File: src/pkg/pmsc_consts.svh
// pmsc_consts.svh: offsets, field positions, reset values and timing for the mode status block
// assumes: included by its bare name from the package; the design module only uses its macros
`ifndef PMSC_CONSTS_SVH
`define PMSC_CONSTS_SVH

// ----------------------------------------
// register byte offsets
// ----------------------------------------
`define PMSC_OFS_MODE 4'h0
`define PMSC_OFS_VECT 4'h4
`define PMSC_OFS_PINS 4'h8

// ----------------------------------------
// field positions of the mode status word
// ----------------------------------------
`define PMSC_BIT_PTR_HI 15
`define PMSC_BIT_PTR_LO 7
`define PMSC_BIT_ROM 6
`define PMSC_BIT_RAM_OVERLAY 5
`define PMSC_BIT_ADDRESS_VISIBILITY 4
`define PMSC_BIT_UDRAM 3
`define PMSC_BIT_CLKDIS 2
`define PMSC_BIT_MSAT 1
`define PMSC_BIT_SSAT 0

// ----------------------------------------
// reset values
// ----------------------------------------
`define PMSC_PTR_RESET 9'h1ff
`define PMSC_RESET_VECTOR 16'hff80

// ----------------------------------------
// memory map
// ----------------------------------------
`define PMSC_ROM_BASE 16'hc000
`define PMSC_PAGE0_TOP 16'h007f
`define PMSC_LOW_DUAL_ACCESS_RAM_TOP 16'h7fff
`define PMSC_UP_DUAL_ACCESS_RAM_BASE 16'h8000

// ----------------------------------------
// arithmetic limits
// ----------------------------------------
`define PMSC_FRAC_OVF_PROD 32'h40000000
`define PMSC_SAT_POS 32'h7fffffff
`define PMSC_SAT_NEG 32'h80000000

// ----------------------------------------
// timing
// ----------------------------------------
`define PMSC_CLK_HZ 250000000
`define PMSC_CLOCK_OUTPUT_PIN_HZ 62500000
`define PMSC_SYNC_FILL 2'h3

`endif

File: src/pkg/pmsc_pkg.sv
// pmsc_pkg: types shared by the mode status block and its bench
// assumes: pmsc_consts.svh sits on the include path
package pmsc_pkg;
    `include "pmsc_consts.svh"

    // ----------------------------------------
    // wishbone classic request and answer
    // ----------------------------------------
    typedef struct packed {
        logic cyc;
        logic stb;
        logic we;
        logic [3:0] adr;
        logic [3:0] sel;
        logic [31:0] dat;
    } pmsc_wb_req_type;

    typedef struct packed {
        logic ack;
        logic [31:0] dat;
    } pmsc_wb_rsp_type;

    // ----------------------------------------
    // mode status word layout, msb first
    // ----------------------------------------
    typedef struct packed {
        logic [8:0] vector_page_pointer;
        logic rom_map_select;
        logic ram_overlay;
        logic address_visibility;
        logic upper_ram_data_map;
        logic clock_output_disable;
        logic multiply_saturate;
        logic store_saturate;
    } pmsc_mode_type;

    // ----------------------------------------
    // memory decode flags for the core
    // ----------------------------------------
    typedef struct packed {
        logic prog_in_rom;
        logic prog_in_dual_access_ram;
        logic data_in_dual_access_ram;
    } pmsc_decode_type;

    typedef enum logic [1:0] {
        PMSC_INIT_SYNC,
        PMSC_INIT_LOAD,
        PMSC_RUN
    } pmsc_init_type;
endpackage : pmsc_pkg

File: src/rtl/pmsc_mode_status.sv
// pmsc_mode_status: processor mode status register with its decode, pin and saturation logic
// assumes: core logic on clk_sys drives the address, vector and arithmetic inputs;
// only the rom map pin comes from outside and is synchronised here
//
// How it works
// - hardware reset makes the vector page all ones, reset vector at ff80h
// - bits 15..7 hold a 9-bit page pointer choosing the vector page
// - pointer resets to 1ffh; software reset leaves the pointer alone
// - bit 6 loads the rom pin level at reset; software may change it
// - rom map bit 0 enables on-chip rom in program space, 1 hides it
// - overlay bit resets 0; then dual-access ram is in data space only
// - overlay 1 maps dual-access ram up to 7fffh into program space too, except 0h..7fh
// - visibility 0: address pins keep the last bus address
// - visibility 1: internal program addresses appear on the address pins
// - bit 3 resets 0; when 1 upper ram blocks four..seven appear in data space
// - bit 2 resets 0; when 1 the clock output pin stops and sits high
// - bit 1 with overflow and fractional modes saturates products before accumulate
// - bit 0 saturates accumulator data on store, after the store shift
// - after a pointer write, every vector is fetched from the new page
// - vector slots are four words apart inside the 128-word page
`timescale 1ns/100ps

module pmsc_mode_status
    import pmsc_pkg::*;
#(
    parameter int CLK_HZ = `PMSC_CLK_HZ,
    parameter int CLOCK_OUTPUT_PIN_HZ = `PMSC_CLOCK_OUTPUT_PIN_HZ
) (
    input wire logic clk_sys,
    input wire logic rstn,
    input wire pmsc_wb_req_type wb_req,
    output pmsc_wb_rsp_type wb_rsp,
    input wire logic rom_map_select_pin,
    input wire logic soft_reset,
    input wire logic [15:0] prog_addr,
    input wire logic prog_addr_valid,
    input wire logic [15:0] data_addr,
    input wire logic [15:0] ext_bus_addr,
    input wire logic ext_bus_valid,
    input wire logic [4:0] vector_num,
    input wire logic vector_req,
    input wire logic overflow_mode,
    input wire logic fractional_mode,
    input wire logic [31:0] product,
    input wire logic product_valid,
    input wire logic [39:0] store_shifted,
    input wire logic store_valid,
    output pmsc_mode_type mode,
    output pmsc_decode_type decode,
    output logic [15:0] address_pins,
    output logic [15:0] vector_addr,
    output logic vector_addr_valid,
    output logic clock_output_pin,
    output logic [31:0] product_out,
    output logic [31:0] store_data,
    output logic store_data_valid
);

    // ----------------------------------------
    // elaboration checks and derived counts
    // ----------------------------------------
    localparam int HALF_CYC = CLK_HZ / (2 * CLOCK_OUTPUT_PIN_HZ);
    localparam int DIV_W = (HALF_CYC > 1) ? $clog2(HALF_CYC) : 1;

    generate
        if (HALF_CYC < 1) begin : g_bad_div
            $error("clock output rate too high for clk_sys");
        end
        // an uneven ratio would leave the output at the wrong rate
        if (CLK_HZ % (2 * CLOCK_OUTPUT_PIN_HZ) != 0) begin : g_odd_div
            $error("clock output rate must divide clk_sys evenly");
        end
    endgenerate

    // ----------------------------------------
    // helpers
    // ----------------------------------------
    function automatic logic [31:0] sat40(input logic [39:0] v);
        logic hi_ok;
        hi_ok = (v[39:31] == 9'h000) || (v[39:31] == 9'h1ff);
        if (hi_ok) begin
            sat40 = v[31:0];
        end else if (v[39]) begin
            sat40 = `PMSC_SAT_NEG;
        end else begin
            sat40 = `PMSC_SAT_POS;
        end
    endfunction : sat40

    function automatic logic lane_hit(input logic [3:0] sel, input int lane);
        lane_hit = sel[lane];
    endfunction : lane_hit

    // ----------------------------------------
    // rom pin synchroniser and reset-time capture
    // ----------------------------------------
    logic rom_sync1_q;
    logic rom_sync2_q;
    pmsc_init_type init_q;
    logic [1:0] fill_q;

    always_ff @(posedge clk_sys or negedge rstn) begin
        if (!rstn) begin
            rom_sync1_q <= 1'b0;
            rom_sync2_q <= 1'b0;
        end else begin
            rom_sync1_q <= rom_map_select_pin;
            rom_sync2_q <= rom_sync1_q;
        end
    end

    // wait for the synchroniser to fill before trusting the pin
    always_ff @(posedge clk_sys or negedge rstn) begin
        if (!rstn) begin
            init_q <= PMSC_INIT_SYNC;
            fill_q <= 2'h0;
        end else begin
            case (init_q)
                PMSC_INIT_SYNC: begin
                    fill_q <= fill_q + 2'h1;
                    if (fill_q == `PMSC_SYNC_FILL) begin
                        init_q <= PMSC_INIT_LOAD;
                    end
                end
                PMSC_INIT_LOAD: begin
                    init_q <= PMSC_RUN;
                end
                PMSC_RUN: begin
                    init_q <= PMSC_RUN;
                end
                default: begin
                    init_q <= PMSC_INIT_SYNC;
                end
            endcase
        end
    end

    // ----------------------------------------
    // wishbone slave
    // ----------------------------------------
    logic ack_q;
    logic [31:0] rdat_q;
    logic bus_take;
    logic mode_wr;

    // a write lands at the edge that takes it, the same edge that raises ack
    assign bus_take = wb_req.cyc && wb_req.stb && !ack_q;
    assign mode_wr = bus_take && wb_req.we && (wb_req.adr == `PMSC_OFS_MODE);

    pmsc_mode_type mode_q;
    logic [15:0] vect_q;
    logic [15:0] pins_q;

    always_ff @(posedge clk_sys or negedge rstn) begin
        if (!rstn) begin
            ack_q <= 1'b0;
            rdat_q <= 32'h00000000;
        end else begin
            ack_q <= bus_take;
            rdat_q <= 32'h00000000;
            if (bus_take && !wb_req.we) begin
                case (wb_req.adr)
                    `PMSC_OFS_MODE: rdat_q <= {16'h0000, mode_q};
                    `PMSC_OFS_VECT: rdat_q <= {16'h0000, vect_q};
                    `PMSC_OFS_PINS: rdat_q <= {16'h0000, pins_q};
                    // unmapped reads answer zero, writes are dropped
                    default: rdat_q <= 32'h00000000;
                endcase
            end
        end
    end

    assign wb_rsp = '{ack: ack_q, dat: rdat_q};

    // ----------------------------------------
    // mode status register
    // ----------------------------------------
    always_ff @(posedge clk_sys or negedge rstn) begin
        if (!rstn) begin
            mode_q.vector_page_pointer <= `PMSC_PTR_RESET;
            mode_q.rom_map_select <= 1'b0;
            mode_q.ram_overlay <= 1'b0;
            mode_q.address_visibility <= 1'b0;
            mode_q.upper_ram_data_map <= 1'b0;
            mode_q.clock_output_disable <= 1'b0;
            // cleared only to keep state defined; software must program them
            mode_q.multiply_saturate <= 1'b0;
            mode_q.store_saturate <= 1'b0;
        end else begin
            if (init_q == PMSC_INIT_LOAD) begin
                mode_q.rom_map_select <= rom_sync2_q;
            end
            // software reset leaves pointer and rom bit untouched
            if (soft_reset) begin
                mode_q.ram_overlay <= 1'b0;
                mode_q.address_visibility <= 1'b0;
                mode_q.upper_ram_data_map <= 1'b0;
                mode_q.clock_output_disable <= 1'b0;
            end else if (mode_wr) begin
                if (lane_hit(wb_req.sel, 1)) begin
                    mode_q.vector_page_pointer[8:1] <= wb_req.dat[15:8];
                end
                if (lane_hit(wb_req.sel, 0)) begin
                    mode_q.vector_page_pointer[0] <= wb_req.dat[`PMSC_BIT_PTR_LO];
                    mode_q.rom_map_select <= wb_req.dat[`PMSC_BIT_ROM];
                    mode_q.ram_overlay <= wb_req.dat[`PMSC_BIT_RAM_OVERLAY];
                    mode_q.address_visibility <= wb_req.dat[`PMSC_BIT_ADDRESS_VISIBILITY];
                    mode_q.upper_ram_data_map <= wb_req.dat[`PMSC_BIT_UDRAM];
                    mode_q.clock_output_disable <= wb_req.dat[`PMSC_BIT_CLKDIS];
                    mode_q.multiply_saturate <= wb_req.dat[`PMSC_BIT_MSAT];
                    mode_q.store_saturate <= wb_req.dat[`PMSC_BIT_SSAT];
                end
            end
        end
    end

    always_ff @(posedge clk_sys or negedge rstn) begin
        if (!rstn) begin
            mode <= '0;
        end else begin
            mode <= mode_q;
        end
    end

    // ----------------------------------------
    // memory decode
    // ----------------------------------------
    always_ff @(posedge clk_sys or negedge rstn) begin
        if (!rstn) begin
            decode <= '0;
        end else begin
            decode.prog_in_rom <= !mode_q.rom_map_select
                && (prog_addr >= `PMSC_ROM_BASE);
            // page 0 stays out of program space even with the overlay on
            decode.prog_in_dual_access_ram <= mode_q.ram_overlay
                && (prog_addr > `PMSC_PAGE0_TOP)
                && (prog_addr <= `PMSC_LOW_DUAL_ACCESS_RAM_TOP);
            decode.data_in_dual_access_ram <= (data_addr > `PMSC_PAGE0_TOP)
                && ((data_addr <= `PMSC_LOW_DUAL_ACCESS_RAM_TOP)
                || (mode_q.upper_ram_data_map
                && (data_addr >= `PMSC_UP_DUAL_ACCESS_RAM_BASE)));
        end
    end

    // ----------------------------------------
    // external address pins
    // ----------------------------------------
    // a real bus cycle always wins over trace output
    always_ff @(posedge clk_sys or negedge rstn) begin
        if (!rstn) begin
            pins_q <= 16'h0000;
        end else if (ext_bus_valid) begin
            pins_q <= ext_bus_addr;
        end else if (mode_q.address_visibility && prog_addr_valid) begin
            pins_q <= prog_addr;
        end
    end

    assign address_pins = pins_q;

    // ----------------------------------------
    // vector address
    // ----------------------------------------
    always_ff @(posedge clk_sys or negedge rstn) begin
        if (!rstn) begin
            vect_q <= `PMSC_RESET_VECTOR;
            vector_addr_valid <= 1'b0;
        end else begin
            vector_addr_valid <= vector_req;
            if (vector_req) begin
                // page base from the live pointer, slot times four
                vect_q <= {mode_q.vector_page_pointer, vector_num, 2'b00};
            end
        end
    end

    assign vector_addr = vect_q;

    // ----------------------------------------
    // clock output divider
    // ----------------------------------------
    logic [DIV_W-1:0] div_q;
    logic div_tick;

    assign div_tick = (div_q == DIV_W'(HALF_CYC - 1));

    always_ff @(posedge clk_sys or negedge rstn) begin
        if (!rstn) begin
            div_q <= '0;
        end else if (div_tick) begin
            div_q <= '0;
        end else begin
            div_q <= div_q + DIV_W'(1);
        end
    end

    always_ff @(posedge clk_sys or negedge rstn) begin
        if (!rstn) begin
            clock_output_pin <= 1'b1;
        end else if (mode_q.clock_output_disable) begin
            clock_output_pin <= 1'b1;
        end else if (div_tick) begin
            clock_output_pin <= !clock_output_pin;
        end
    end

    // ----------------------------------------
    // saturation on multiply and on store
    // ----------------------------------------
    // only the fractional -1 * -1 product can overflow the 32-bit result
    always_ff @(posedge clk_sys or negedge rstn) begin
        if (!rstn) begin
            product_out <= 32'h00000000;
        end else if (product_valid) begin
            if (mode_q.multiply_saturate && overflow_mode && fractional_mode
                && (product == `PMSC_FRAC_OVF_PROD)) begin
                product_out <= `PMSC_SAT_POS;
            end else begin
                product_out <= product;
            end
        end
    end

    // input is already shifted, so clamping here follows the shift
    always_ff @(posedge clk_sys or negedge rstn) begin
        if (!rstn) begin
            store_data <= 32'h00000000;
            store_data_valid <= 1'b0;
        end else begin
            store_data_valid <= store_valid;
            if (store_valid) begin
                if (mode_q.store_saturate) begin
                    store_data <= sat40(store_shifted);
                end else begin
                    store_data <= store_shifted[31:0];
                end
            end
        end
    end

endmodule : pmsc_mode_status

File: config.mk
export PLATFORM = sky130hd
export DESIGN_NAME = pmsc_mode_status
export DESIGN_NICKNAME = d
export VERILOG_FILES = /design/src/pkg/pmsc_pkg.sv /design/src/rtl/pmsc_mode_status.sv
export VERILOG_INCLUDE_DIRS = /design/src /design/src/pkg
export SDC_FILE = /design/constraint.sdc
export NUM_CORES = 1
export LEC_CHECK = 0
export ABC_AREA = 1
export BUFFER_PORTS_ARGS = -buffer_cell sky130_fd_sc_hd__buf_4
export CAP_MARGIN = 20
export CORE_MARGIN = 4
export CORE_UTILIZATION = 51
export CTS_CLUSTER_SIZE = 25
export DETAILED_ROUTE_END_ITERATION = 6
export PLACE_DENSITY = 0.85
export RECOVER_POWER = 50
export SYNTH_ARGS = -nofsm -noshare
export SYNTH_HDL_FRONTEND = slang
export SYNTH_SLANG_ARGS = --single-unit
export TNS_END_PERCENT = 20
File: constraint.sdc
create_clock -name clk_sys -period 2.8 [get_ports clk_sys]
set_input_delay 0.14 -clock clk_sys [delete_from_list [all_inputs] [get_ports clk_sys]]
set_output_delay 0.14 -clock clk_sys [all_outputs]
set_load 0.01 [all_outputs]
Yosys cells after proc, flatten, opt, wreduce, memory -nomap -nowiden
Index checks and enable logic that the tools add are counted.

Flip-flop bits (word level): 172. Bits of input ports: 179. Output and inout port bits: 151. Word-level logic and storage cells: 100.

Add/sub/neg operators: 2. Order comparisons: 6. Eq/ne operators: 8. Multiplexer cells: 18. Bitwise gates (word level): 1. Reduce and logical (&&, ||, !) cells: 31.

Operators with widths (count): 2-to-1 mux 32 bit (5); one-hot mux 16 bit (3 select lines) (1); equality test 32 x 31 -> 1 bit (second input constant) (1); greater-or-equal comparator 16 bit (second input constant) (2); > comparator 16 x 7 -> 1 bit (second input constant) (2); less-or-equal comparator 16 x 15 -> 1 bit (second input constant) (2); 2-to-1 mux 16 bit (2); logical AND 1 bit (14); 2-to-1 mux 7 bit (2); equality test 9 bit (second input constant) (1); zero test 9 bit (1); nonzero test 2 bit (4); AND reduction 3 bit (2); 2-to-1 mux 1 bit (5); equality test 2 bit (second input constant) (2); equality test 4 x 3 -> 1 bit (second input constant) (1); equality test 4 bit (second input constant) (1); zero test 1 bit (4); zero test 4 bit (1); 2-to-1 mux 4 bit (1); one-hot mux 2 bit (2 select lines) (1); adder 2 x 1 -> 2 bit (second input constant) (1); equality test 2 x 1 -> 1 bit (second input constant) (1); zero test 2 bit (1); other kinds (7) (8).

Longest topological paths before layout
Gate-level depths: netlist of run 1.

Depth after elaboration: 6. Gate-level depth with buffers: 10. Gate-level depth less buffers: 9.

Worst setup path after synthesis of run 1
No wires, ideal clock.

Path type: flip-flop to flip-flop. From: reg ack_q. To: reg mode_q[14] (netlist bit). Library setup time: 0.076 ns. Arrival time: 1.147 ns. Data required time: 2.724 ns. Slack: 1.577 ns. Stages on the path, launching flop included: 9. Buffers on the path: 1. Period minus slack after synthesis: 1.223 ns. Path through: dfrtp_1 > nand3b_1 > inv_1 > nand2_2 > nor2_8 > nand3_4 > buf_6 > nand2_1 > o21ai_2.

Longest elaborated chain between the ends: 5.

RTL lines: start: declaration (RTL line pmsc_mode_status.sv:141) `logic ack_q;`; start signal: assignment (RTL line pmsc_mode_status.sv:159) `ack_q <= bus_take;`; zero test 1 bit (RTL line pmsc_mode_status.sv:147) `assign bus_take = wb_req.cyc && wb_req.stb && !ack_q;`; logical AND 1 bit (RTL line pmsc_mode_status.sv:147); net bus_take (RTL line pmsc_mode_status.sv:143) `logic bus_take;`; logical AND 1 bit (2 in series) (RTL line pmsc_mode_status.sv:148) `` assign mode_wr = bus_take && wb_req.we && (wb_req.adr == `PMSC_OFS_MODE); ``; AND reduction 3 bit (no source line); end: declaration (RTL line pmsc_mode_status.sv:150) `pmsc_mode_type mode_q;`.

The timed path passes the listed nets, and every way through them passes these cells. A chain may end at the register's enable or synchronous reset.

Worst setup path in the final report of run 1
From: reg mode_q[4] (netlist bit). To: reg pins_q[13] (netlist: address_pins[13]).

Longest elaborated chain between the ends: 2.

RTL lines: logical AND 1 bit (RTL line pmsc_mode_status.sv:254) `end else if (mode_q.address_visibility && prog_addr_valid) begin`; nonzero test 2 bit (no source line); end signal: assignment (RTL line pmsc_mode_status.sv:253) `pins_q <= ext_bus_addr;`; end signal: assignment (RTL line pmsc_mode_status.sv:255) `pins_q <= prog_addr;`; end: declaration (RTL line pmsc_mode_status.sv:152) `logic [15:0] pins_q;`.

Every way passes these cells.

==> results.py, run 1 <==
metrics = {
    "place": {
        "numPortBuffers": 286,
        "hpwlAfterDp_um": 14800,
        "placed_area_um2": 9320,
        "gp_congestion": 0.880,
    },
    "cells_and_area": {
        "final_cell_area_um2": 10200,
        "drive_gt1_frac": 0.232,
        "nNetsFinal": 1360,
        "n_fill_cell": 1041,
        "area_delta_synth_final_pct": 41.3,
        "antennaDiodeCount": 0,
    },
    "outcome": {
        "violations": "max-capacitance violations, max-slew violations",
        "status": "finished with violations",
    },
    "routing": {
        "wl_per_cell_um": 16.6,
        "first_iter_violations": 537,
        "drt_wl_total_um": 22800,
        "wl_met2_um": 11200,
        "drt-met1-wl_um": 8210,
        "vias": 6982,
        "detail-route-antenna-nets": 0,
        "drt_drc_violations_left": 0,
        "vias_per_cell": 5.10,
        "dr_wl_met3_um": 2190,
        "routed.top_layer": "met4",
        "first_pass_iters": 5,
    },
    "logic_synthesis": {
        "syn_area_per_cell_um2": 8.54,
        "ys_seq_elements": 156,
        "ys_seq_area_frac": 0.545,
        "ys.warnings.count": 0,
        "synthCells": 843,
        "ys_types": 40,
        "syn_area_um2": 7200,
    },
    "clock_network": {
        "cts.sinks": 156,
        "h-tree-depth": 4,
        "cts_tree": "built",
        "clk_path_buf_depth": 2,
        "cts_resized": 0,
        "numCtsBuffers": 17,
        "worstSkewPairLatency_ns": 0.42,
        "clkTransAtPathRegs_ns": 0.06,
        "cts_root_buf": "clkbuf_16",
        "post_cts_buffers": 0,
    },
    "sta": {
        "finalSetupViolations": 0,
        "hold_ws_ns": 0.0171,
        "period_minus_slack_ns": 2.44,
        "rsz0062_at_grt": "no",
        "fin_skew_ns": 0.00819,
        "report.final.hold_viol_count": 0,
        "maxSlewHeadroom": -0.489,
        "tns_ns": 0,
        "max_freq_mhz": 409,
        "min_period_over_period": 0.873,
        "drv_slew": 146,
        "tightest_slew_ns": 2.23,
    },
    "die": {
        "die_h_um": 127,
        "dieArea_um2": 16100,
        "ioPinCount": 330,
        "start_util": 0.519,
        "die_w_um": 127,
        "num_rows": 43,
        "core_area_um2": 13900,
    },
    "global_routing": {
        "grt.total_usage": 0.285,
        "grt_max_degree": 81,
        "grt_overflow": 0,
        "antenna_found_initial": 0,
        "grt_pass1_wl_um": 36000,
        "grt_pass1_vias": 7091,
    },
    "setup_path": {
        "arrival_ns": 2.80,
        "required_ns": 3.16,
        "startpoint_type": "flip-flop",
        "worst-setup-path-type": "flip-flop to flip-flop",
        "path_max_fanout": 23,
        "slowest_delay_ns": 0.60,
        "end_kind": "flip-flop",
        "crit_slowest_cell": "dlygate4sd3_1",
        "path_cells": "nand2_1 -> clkinv_1 -> nor2_1 -> inv_1 -> o211ai_1 -> dlygate4sd3_1",
    },
    "power_and_ir_drop": {
        "p_comb_frac": 0.151,
        "sequentialPowerShare": 0.430,
        "clkPwrFrac": 0.419,
        "p_sw_w": 0.00149,
        "ir_worst_vdd_v": 0.000335,
        "cellInternalPower_w": 0.00430,
        "powerDensity_nw_per_um2": 569,
        "switching_share": 0.257,
        "p_leak_nw": 5.29,
    },
    "flow_run": {
        "cap_violations": 2,
    },
    "hold_path": {
        "hp-class": "input pin to flip-flop",
    },
}
-- final cells by class --
type / instances / area (um2) / area share
flip-flops and latches: 156 / 3930 / 0.386
multi-input cells: 505 / 2430 / 0.239
repair buffers: 353 / 2420 / 0.238
inverters: 144 / 541 / 0.0531
clock buffers: 19 / 433 / 0.0426
well taps: 180 / 225 / 0.0221
clock inverters: 13 / 190 / 0.0187
-- worst max-delay path: cells and delay by family (launching register included) --
kind | cells | cell delay, ns
flip-flops | 1 | 0.45
buffers and inverters | 3 | 1.22
AND/OR/NAND/NOR | 2 | 0.38
AO/OA/AOI/OAI | 1 | 0.34
-- final timing paths --
kind,start,endpoint,slack [ns],depth (start not counted)
worst max-delay path,mode_q[4],address_pins[13],0.36,6
worst min-delay path,store_shifted[16],store_data[16],0.02,5
worst max register to register,mode_q[4],address_pins[13],0.36,6
worst min register to register,rom_sync1_q,rom_sync2_q,0.36,0
max in group asynchronous,rstn,vector_addr[10],0.69,3
min in group asynchronous,rstn,mode_q[4],0.81,2
-- cells in the mapped netlist --
cell,number,area [um2]
xor2_1,1,8.76
dfrtp_1,137,3430
nand2_1,183,687
buf_2,13,65.1
or2_0,1,6.26
clkbuf_1,13,48.8
nor4_1,3,18.8
buf_1,1,3.75
or2_2,31,194
buf_6,4,45.0
o21ai_1,1,5.00
o2111ai_1,1,8.76
a21oi_1,5,25.0
nand3b_1,1,7.51
nand3_4,3,52.6
o221ai_1,11,96.3
mux2_2,2,22.5
nor2_1,121,454
dfstp_2,19,499
o22ai_1,3,18.8
nand3_1,45,225
o211ai_1,9,67.6
a211oi_1,1,7.51
conb_1,1,3.75
buf_8,3,45.0
nor2_8,1,20.0
a21boi_0,1,7.51
ha_1,4,50.1
o21ai_0,27,135
clkinv_1,1,3.75
a31oi_1,8,50.1
buf_4,21,158
nand3_2,1,10.0
nand4_1,9,56.3
o21ai_2,9,78.8
inv_1,143,537
nor2_4,1,11.3
nor3_1,1,5.00
nand4_4,1,21.3
nand2_2,2,12.5
-- state kept, by name, summed over array words and instances (netlist names) --
signal and count:
rom_sync2_q 1, clock_output_pin 1, rom_sync1_q 1, fill_q 2, product_out 32, decode 3
init_q 2, vector_addr_valid 1, vector_addr 14, mode_q 16, rdat_q 16, div_q 1
mode 16, store_data_valid 1, store_data 32, address_pins 16, ack_q 1
-- power by group through the flow --
stage               combinational, W  sequential (W)  clock (W)
floorplan                   0.000312         0.00258          0
global placement            0.000834         0.00252          0
detailed placement          0.000853         0.00253          0
CTS                         0.000939         0.00249    0.00246
global route                0.000959         0.00251    0.00256
finish                      0.000873         0.00249    0.00242
-- stage by stage --
step                worst slack [ns]  utilization  std cells  power, W
floorplan                       1.58            -        860   0.00289
global placement                1.05        0.671       1275   0.00336
detailed placement             0.992        0.671       1275   0.00338
CTS                            0.568        0.762       1370   0.00589
global route                   0.248        0.733       1370   0.00603
finish                         0.356        0.733       1370   0.00579
-- metal layers --
layer	vias to the layer above	GRT usage
met2	431	0.485
met4	0	0.150
met3	96	0.0817
met1	3245	0.325
met5	-	0
li1	3210	-
-- layout by cell type, fill, tap and decap left out, types with 4 or more instances in the layout --
cell             n
inv_1          143
clkinvlp_4       4
dfrtp_1        137
o21ai_2          9
nor2_1         120
a31oi_1          8
o221ai_1        11
buf_4          182
bufinv_16        4
dfstp_2          9
nand4_1          9
a21oi_1          5
dfstp_1         10
clkbuf_1       107
clkbuf_16       17
dlygate4sd3_1   63
nand3_1         45
or2_2           31
ha_1             4
o211ai_1         9
o21ai_0         27
nand2_1        183
conb_1          18
-- cells by family after synthesis --
family,count (synthesis),share of synthesized area
and+or+nand+nor,404,0.247
buffers and inverters,199,0.126
DFF,156,0.545
AOI/OAI and AO/OA,76,0.0695
adders and majority gates,4,0.00695
muxes,2,0.00313
other,1,0.000521
xor gates and xnor gates,1,0.00122
-- repair_timing --
item / in CTS / in global routing
hold buffers: 63 / 0
endpoints found under the setup margin: 0 / 0
hold endpoints to repair: 112 / 0
No activity file was read; power rests on OpenSTA's default activity.
==> inputs of run 2 (changes only) <==
- CORE_UTILIZATION: 51 -> 29
- PLACE_DENSITY: 0.85 -> 0.53
==> results.py, run 2 (synthesis gave the netlist of run 1 again) <==
metrics = {
    "global_routing": {
        "grt_pass1_vias": 6428,
        "grt_max_degree": 79,
        "grt_overflow": 0,
        "grt.total_usage": 0.156,
        "antenna_found_initial": 0,
        "grt_pass1_wl_um": 33600,
    },
    "place": {
        "numPortBuffers": 286,
        "hpwlAfterDp_um": 15900,
        "dp.cells": 1419,
        "gp_congestion": 0.794,
    },
    "sta": {
        "tightest_slew_ns": 2.37,
        "maxSlewHeadroom": -0.578,
        "rsz0062_at_grt": "no",
        "report.final.hold_viol_count": 0,
        "max_freq_mhz": 455,
        "drv_slew": 66,
        "hold_ws_ns": 0.0183,
        "tns_ns": 0,
        "fin_skew_ns": 0.0125,
        "finalSetupViolations": 0,
        "min_period_over_period": 0.785,
        "period_minus_slack_ns": 2.20,
    },
    "setup_path": {
        "cp_num_cells": 7,
        "crit_slowest_cell": "dlygate4sd3_1",
        "worst-setup-path-type": "flip-flop to flip-flop",
        "cp_num_buf_inv": 3,
        "cp_top_family": "buffers and inverters",
        "cp_common_cell": "nor2_1",
        "arrival_ns": 2.49,
        "path_cells": "nand2_1 -> clkinv_1 -> nor2_1 -> inv_1 -> nor2_1 -> a31oi_1 -> dlygate4sd3_1",
        "reg2regPathDepth": 7,
        "required_ns": 3.10,
        "slowest_delay_ns": 0.60,
        "path_max_fanout": 23,
        "end_kind": "flip-flop",
        "startpoint_type": "flip-flop",
    },
    "clock_network": {
        "h-tree-depth": 4,
        "cts_resized": 0,
        "cts_root_buf": "clkbuf_16",
        "numCtsBuffers": 17,
        "clkTransAtPathRegs_ns": 0.07,
        "worstSkewPairLatency_ns": 0.42,
        "clk_path_buf_depth": 2,
        "cts.sinks": 156,
        "cts_tree": "built",
    },
    "routing": {
        "first_pass_iters": 4,
        "wl_per_cell_um": 14.3,
        "drt_wl_total_um": 21800,
        "first_iter_violations": 348,
        "vias_per_cell": 4.22,
        "vias": 6427,
        "drt_drc_violations_left": 0,
        "detail-route-antenna-nets": 0,
    },
    "cells_and_area": {
        "area_delta_synth_final_pct": 44.5,
        "antennaDiodeCount": 0,
        "nNetsFinal": 1368,
        "top_regs": "product_out x32, store_data x32",
        "final_common_cell": "nand2_1",
        "drive_gt1_frac": 0.223,
        "fin_cells": 1522,
        "mostFrequentLayoutCells": "183 x nand2_1, 171 x buf_4, 143 x inv_1",
        "n_fill_cell": 2561,
    },
    "flow_run": {
        "cap_violations": 1,
    },
    "power_and_ir_drop": {
        "p_leak_nw": 5.30,
        "powerDensity_nw_per_um2": 562,
        "ir_worst_vdd_v": 0.000277,
    },
    "hold_path": {
        "hp-class": "input pin to flip-flop",
        "worstHoldPathCells": 5,
    },
    "die": {
        "die_h_um": 166,
        "die_w_um": 166,
        "core_area_um2": 24400,
        "num_rows": 57,
        "ioPinCount": 330,
        "dieArea_um2": 27400,
        "start_util": 0.295,
    },
    "outcome": {
        "violations": "max-capacitance violations, max-slew violations",
        "status": "finished with violations",
    },
}
run 2: cell types whose count changed in the layout (fill, tap and decap cells not counted):
cell,change
clkinv_2,-1
clkbuf_1,+9
clkinv_4,-1
buf_4,-11
inv_8,+4
clkinvlp_4,-3
inv_6,+3
bufinv_16,-1
dlygate4sd3_1,+8
clkbuf_8,+1
run 2: layout make-up:
class | count | area, um2 | area share
inverter | 144 | 541 | 0.0520
multi-input combinational | 505 | 2430 | 0.234
tap | 324 | 405 | 0.0390
sequential | 156 | 3930 | 0.378
clock buffer | 18 | 439 | 0.0422
timing repair buffer | 361 | 2460 | 0.237
clock inverter | 14 | 195 | 0.0188
run 2: path summary, 6_finish.rpt:
| check | from | to | slack [ns] |
|---|---|---|---|
| min in group asynchronous | rstn | store_data[10] | 0.49 |
| setup / recovery | mode_q[4] | address_pins[3] | 0.60 |
| max in group asynchronous | rstn | vector_addr[13] | 1.14 |
| hold / removal | store_shifted[19] | store_data[19] | 0.02 |
| hold reg to reg | rom_sync1_q | rom_sync2_q | 0.36 |
| setup reg to reg | mode_q[4] | address_pins[3] | 0.60 |
run 2: through the flow:
| stage | total power, W | area (um2) | setup WS (ns) | utilization |
|---|---|---|---|---|
| floorplan | 0.00289 | 7260 | 1.58 | - |
| global placement | 0.00339 | 9500 | 0.920 | 0.390 |
| detailed placement | 0.00339 | 9500 | 0.899 | 0.390 |
| CTS | 0.00603 | 10800 | 0.595 | 0.445 |
| global route | 0.00613 | 10400 | 0.370 | 0.427 |
| finish | 0.00584 | 10400 | 0.603 | 0.427 |
run 2: routing by layer:
layer	up-vias	GRT usage	share of wire
met3	14	0.0556	0.094
li1	3238	-	-
met4	0	0.0435	0.010
met5	-	0	0
met2	211	0.260	0.48
met1	2964	0.193	0.42
run 2: what timing repair did:
action / in CTS / in global routing
setup endpoints to repair: 0 / 0
buffers inserted: 0 / 0
hold buffers: 71 / 0
endpoints found under the hold margin: 100 / 0
run 2: worst reg2reg max path, delay by kind of cell, from the launching register on:
kind | cells | cell delay [ns]
buffers and inverters | 3 | 1.14
flip-flops | 1 | 0.44
AND/OR/NAND/NOR | 3 | 0.43
AO/OA/AOI/OAI | 1 | 0.06
run 2: report_power, final:
part	switching (W)	internal (W)
sequential	0.0000822	0.00240
clock	0.00104	0.00147
combinational	0.000451	0.000398
==> inputs of run 3 (changes only) <==
- clock period: 2.8 -> 2.1 ns (I/O delays scaled with it)
==> results.py, run 3 (synthesis gave the netlist of run 1 again) <==
metrics = {
    "global_routing": {
        "grt.total_usage": 0.165,
        "grt_overflow": 0,
        "antenna_found_initial": 0,
        "grt_max_degree": 66,
        "grt_pass1_vias": 6689,
        "grt_pass1_wl_um": 35300,
    },
    "clock_network": {
        "cts.sinks": 156,
        "cts_resized": 0,
        "clkTransAtPathRegs_ns": 0.07,
        "worstSkewPairLatency_ns": 0.42,
        "cts_root_buf": "clkbuf_16",
        "numCtsBuffers": 17,
        "cts_tree": "built",
        "h-tree-depth": 4,
        "clk_path_buf_depth": 2,
    },
    "setup_path": {
        "required_ns": 2.41,
        "arrival_ns": 2.10,
        "crit_slowest_cell": "dlygate4sd3_1",
        "path_cells": "nand3b_1 -> inv_1 -> nand2_2 -> nor2_8 -> a21oi_1 -> nand2_1 -> o21ai_0 -> dlygate4sd3_1",
        "setup.worst_path.end": "mode_q[5]",
        "end_kind": "flip-flop",
        "slowest_delay_ns": 0.55,
        "worst-setup-path-type": "flip-flop to flip-flop",
        "reg2reg_to": "mode_q[5]",
        "path_max_fanout": 4,
        "rrSetupSlack_ns": 0.31,
        "reg2regPathDepth": 8,
        "reg2reg_from": "ack_q",
        "crit_start": "ack_q",
        "startpoint_type": "flip-flop",
    },
    "hold_path": {
        "hp-class": "input pin to flip-flop",
    },
    "sta": {
        "max_freq_mhz": 558,
        "tightest_slew_ns": 1.37,
        "rsz0062_at_grt": "no",
        "fin_skew_ns": 0.0103,
        "period_minus_slack_ns": 1.79,
        "min_period_over_period": 0.854,
        "report.final.hold_viol_count": 0,
        "finalSetupViolations": 0,
        "maxSlewHeadroom": 0.0882,
        "tns_ns": 0,
        "drv_slew": 0,
    },
    "routing": {
        "vias_per_cell": 4.23,
        "first_iter_violations": 248,
        "first_pass_iters": 4,
        "drt_wl_total_um": 22700,
        "detail-route-antenna-nets": 0,
        "drt_drc_violations_left": 0,
        "vias": 6676,
        "wl_per_cell_um": 14.4,
    },
    "power_and_ir_drop": {
        "cellInternalPower_w": 0.00545,
        "ir_worst_vdd_v": 0.000379,
        "p_sw_w": 0.00218,
        "sequentialPowerShare": 0.434,
        "clkPwrFrac": 0.398,
        "p_leak_nw": 5.76,
        "switching_share": 0.286,
        "finalPower_w": 0.00763,
        "powerDensity_nw_per_um2": 685,
        "p_comb_frac": 0.168,
    },
    "cells_and_area": {
        "final_cell_area_um2": 11100,
        "fin_cells": 1579,
        "mostFrequentLayoutCells": "236 x buf_4, 183 x nand2_1, 143 x inv_1",
        "drive_gt1_frac": 0.269,
        "final_common_cell": "buf_4",
        "antennaDiodeCount": 0,
        "nNetsFinal": 1425,
        "area_delta_synth_final_pct": 54.8,
        "top_regs": "product_out x32, store_data x32",
    },
    "place": {
        "hpwlAfterDp_um": 16100,
        "gp_congestion": 0.798,
        "numPortBuffers": 286,
        "placed_area_um2": 9550,
        "dp.cells": 1424,
    },
    "outcome": {
        "status": "finished clean",
    },
    "die": {
        "die_h_um": 166,
        "core_area_um2": 24400,
        "dieArea_um2": 27400,
        "start_util": 0.295,
        "num_rows": 57,
        "die_w_um": 166,
        "ioPinCount": 330,
    },
    "flow_run": {
        "cap_violations": 0,
    },
}
## run 3: cell types whose count changed in the layout (fill, tap and decap cells not counted), sizes merged
cell         previous run  this run
buf                   172       238
bufinv                  3         0
clkbuf                136        75
clkinv                  2         4
clkinvlp                1         3
dlygate4sd3            71       123
inv                   152       151
## run 3: per-layer routing
metal | share of wire | global-route usage | up-vias
met1 | 0.42 | 0.200 | 3095
met4 | 0.012 | 0.0431 | 0
li1 | - | - | 3347
met5 | 0 | 0 | -
met2 | 0.48 | 0.280 | 214
met3 | 0.091 | 0.0571 | 20
## run 3: critical path: cells and delay by family (launching register included)
| family | cells | cell delay (ns) |
|---|---|---|
| AO/OA/AOI/OAI | 2 | 0.20 |
| buffers and inverters | 2 | 0.64 |
| flip-flops | 1 | 0.37 |
| AND/OR/NAND/NOR | 4 | 0.46 |
## run 3: how the worst min path moves through the flow
stage | from | cells after the start | slack (ns) | end
after global routing | prog_addr[8] | 3 | 0.03 | address_pins[8]
after detailed placement | rstn | 1 | 0.11 | store_data[0]
final | prog_addr[7] | 3 | 0.02 | address_pins[7]
after CTS | product[15] | 5 | 0.007 | product_out[15]
after floorplan | rstn | 0 | -0.19 | ack_q
after global placement | rstn | 1 | 0.1 | store_data[29]
## run 3: power groups by stage
| stage | Sequential [W] | Clock [W] | Combinational (W) |
|---|---|---|---|
| final | 0.00331 | 0.00304 | 0.00128 |
| after global routing | 0.00334 | 0.00327 | 0.00142 |
| after CTS | 0.00332 | 0.00315 | 0.00134 |
| after detailed placement | 0.00337 | 0 | 0.00116 |
| after global placement | 0.00337 | 0 | 0.00116 |
| after floorplan | 0.00344 | 0 | 0.000416 |
## run 3: repair_timing
action / CTS / global route
hold endpoints to repair: 150 / 0
hold buffers: 123 / 0
buffers inserted: 0 / 0
## run 3: layout make-up
class | count | area, um2
tap | 324 | 405
clock inverter | 14 | 149
inverter | 144 | 541
clock buffer | 18 | 429
sequential | 156 | 3930
multi-input combinational | 505 | 2430
fill | 2472 | 13200
timing repair buffer | 418 | 3260
## run 3: through the flow
stage	hold WS, ns	util	setup slack (ns)
detailed placement	0.107	0.392	0.453
finish	0.0155	0.457	0.307
global route	0.0296	0.457	0.0486
CTS	0.00709	0.466	0.303
floorplan	-0.191	-	0.877
global placement	0.0966	0.392	0.483
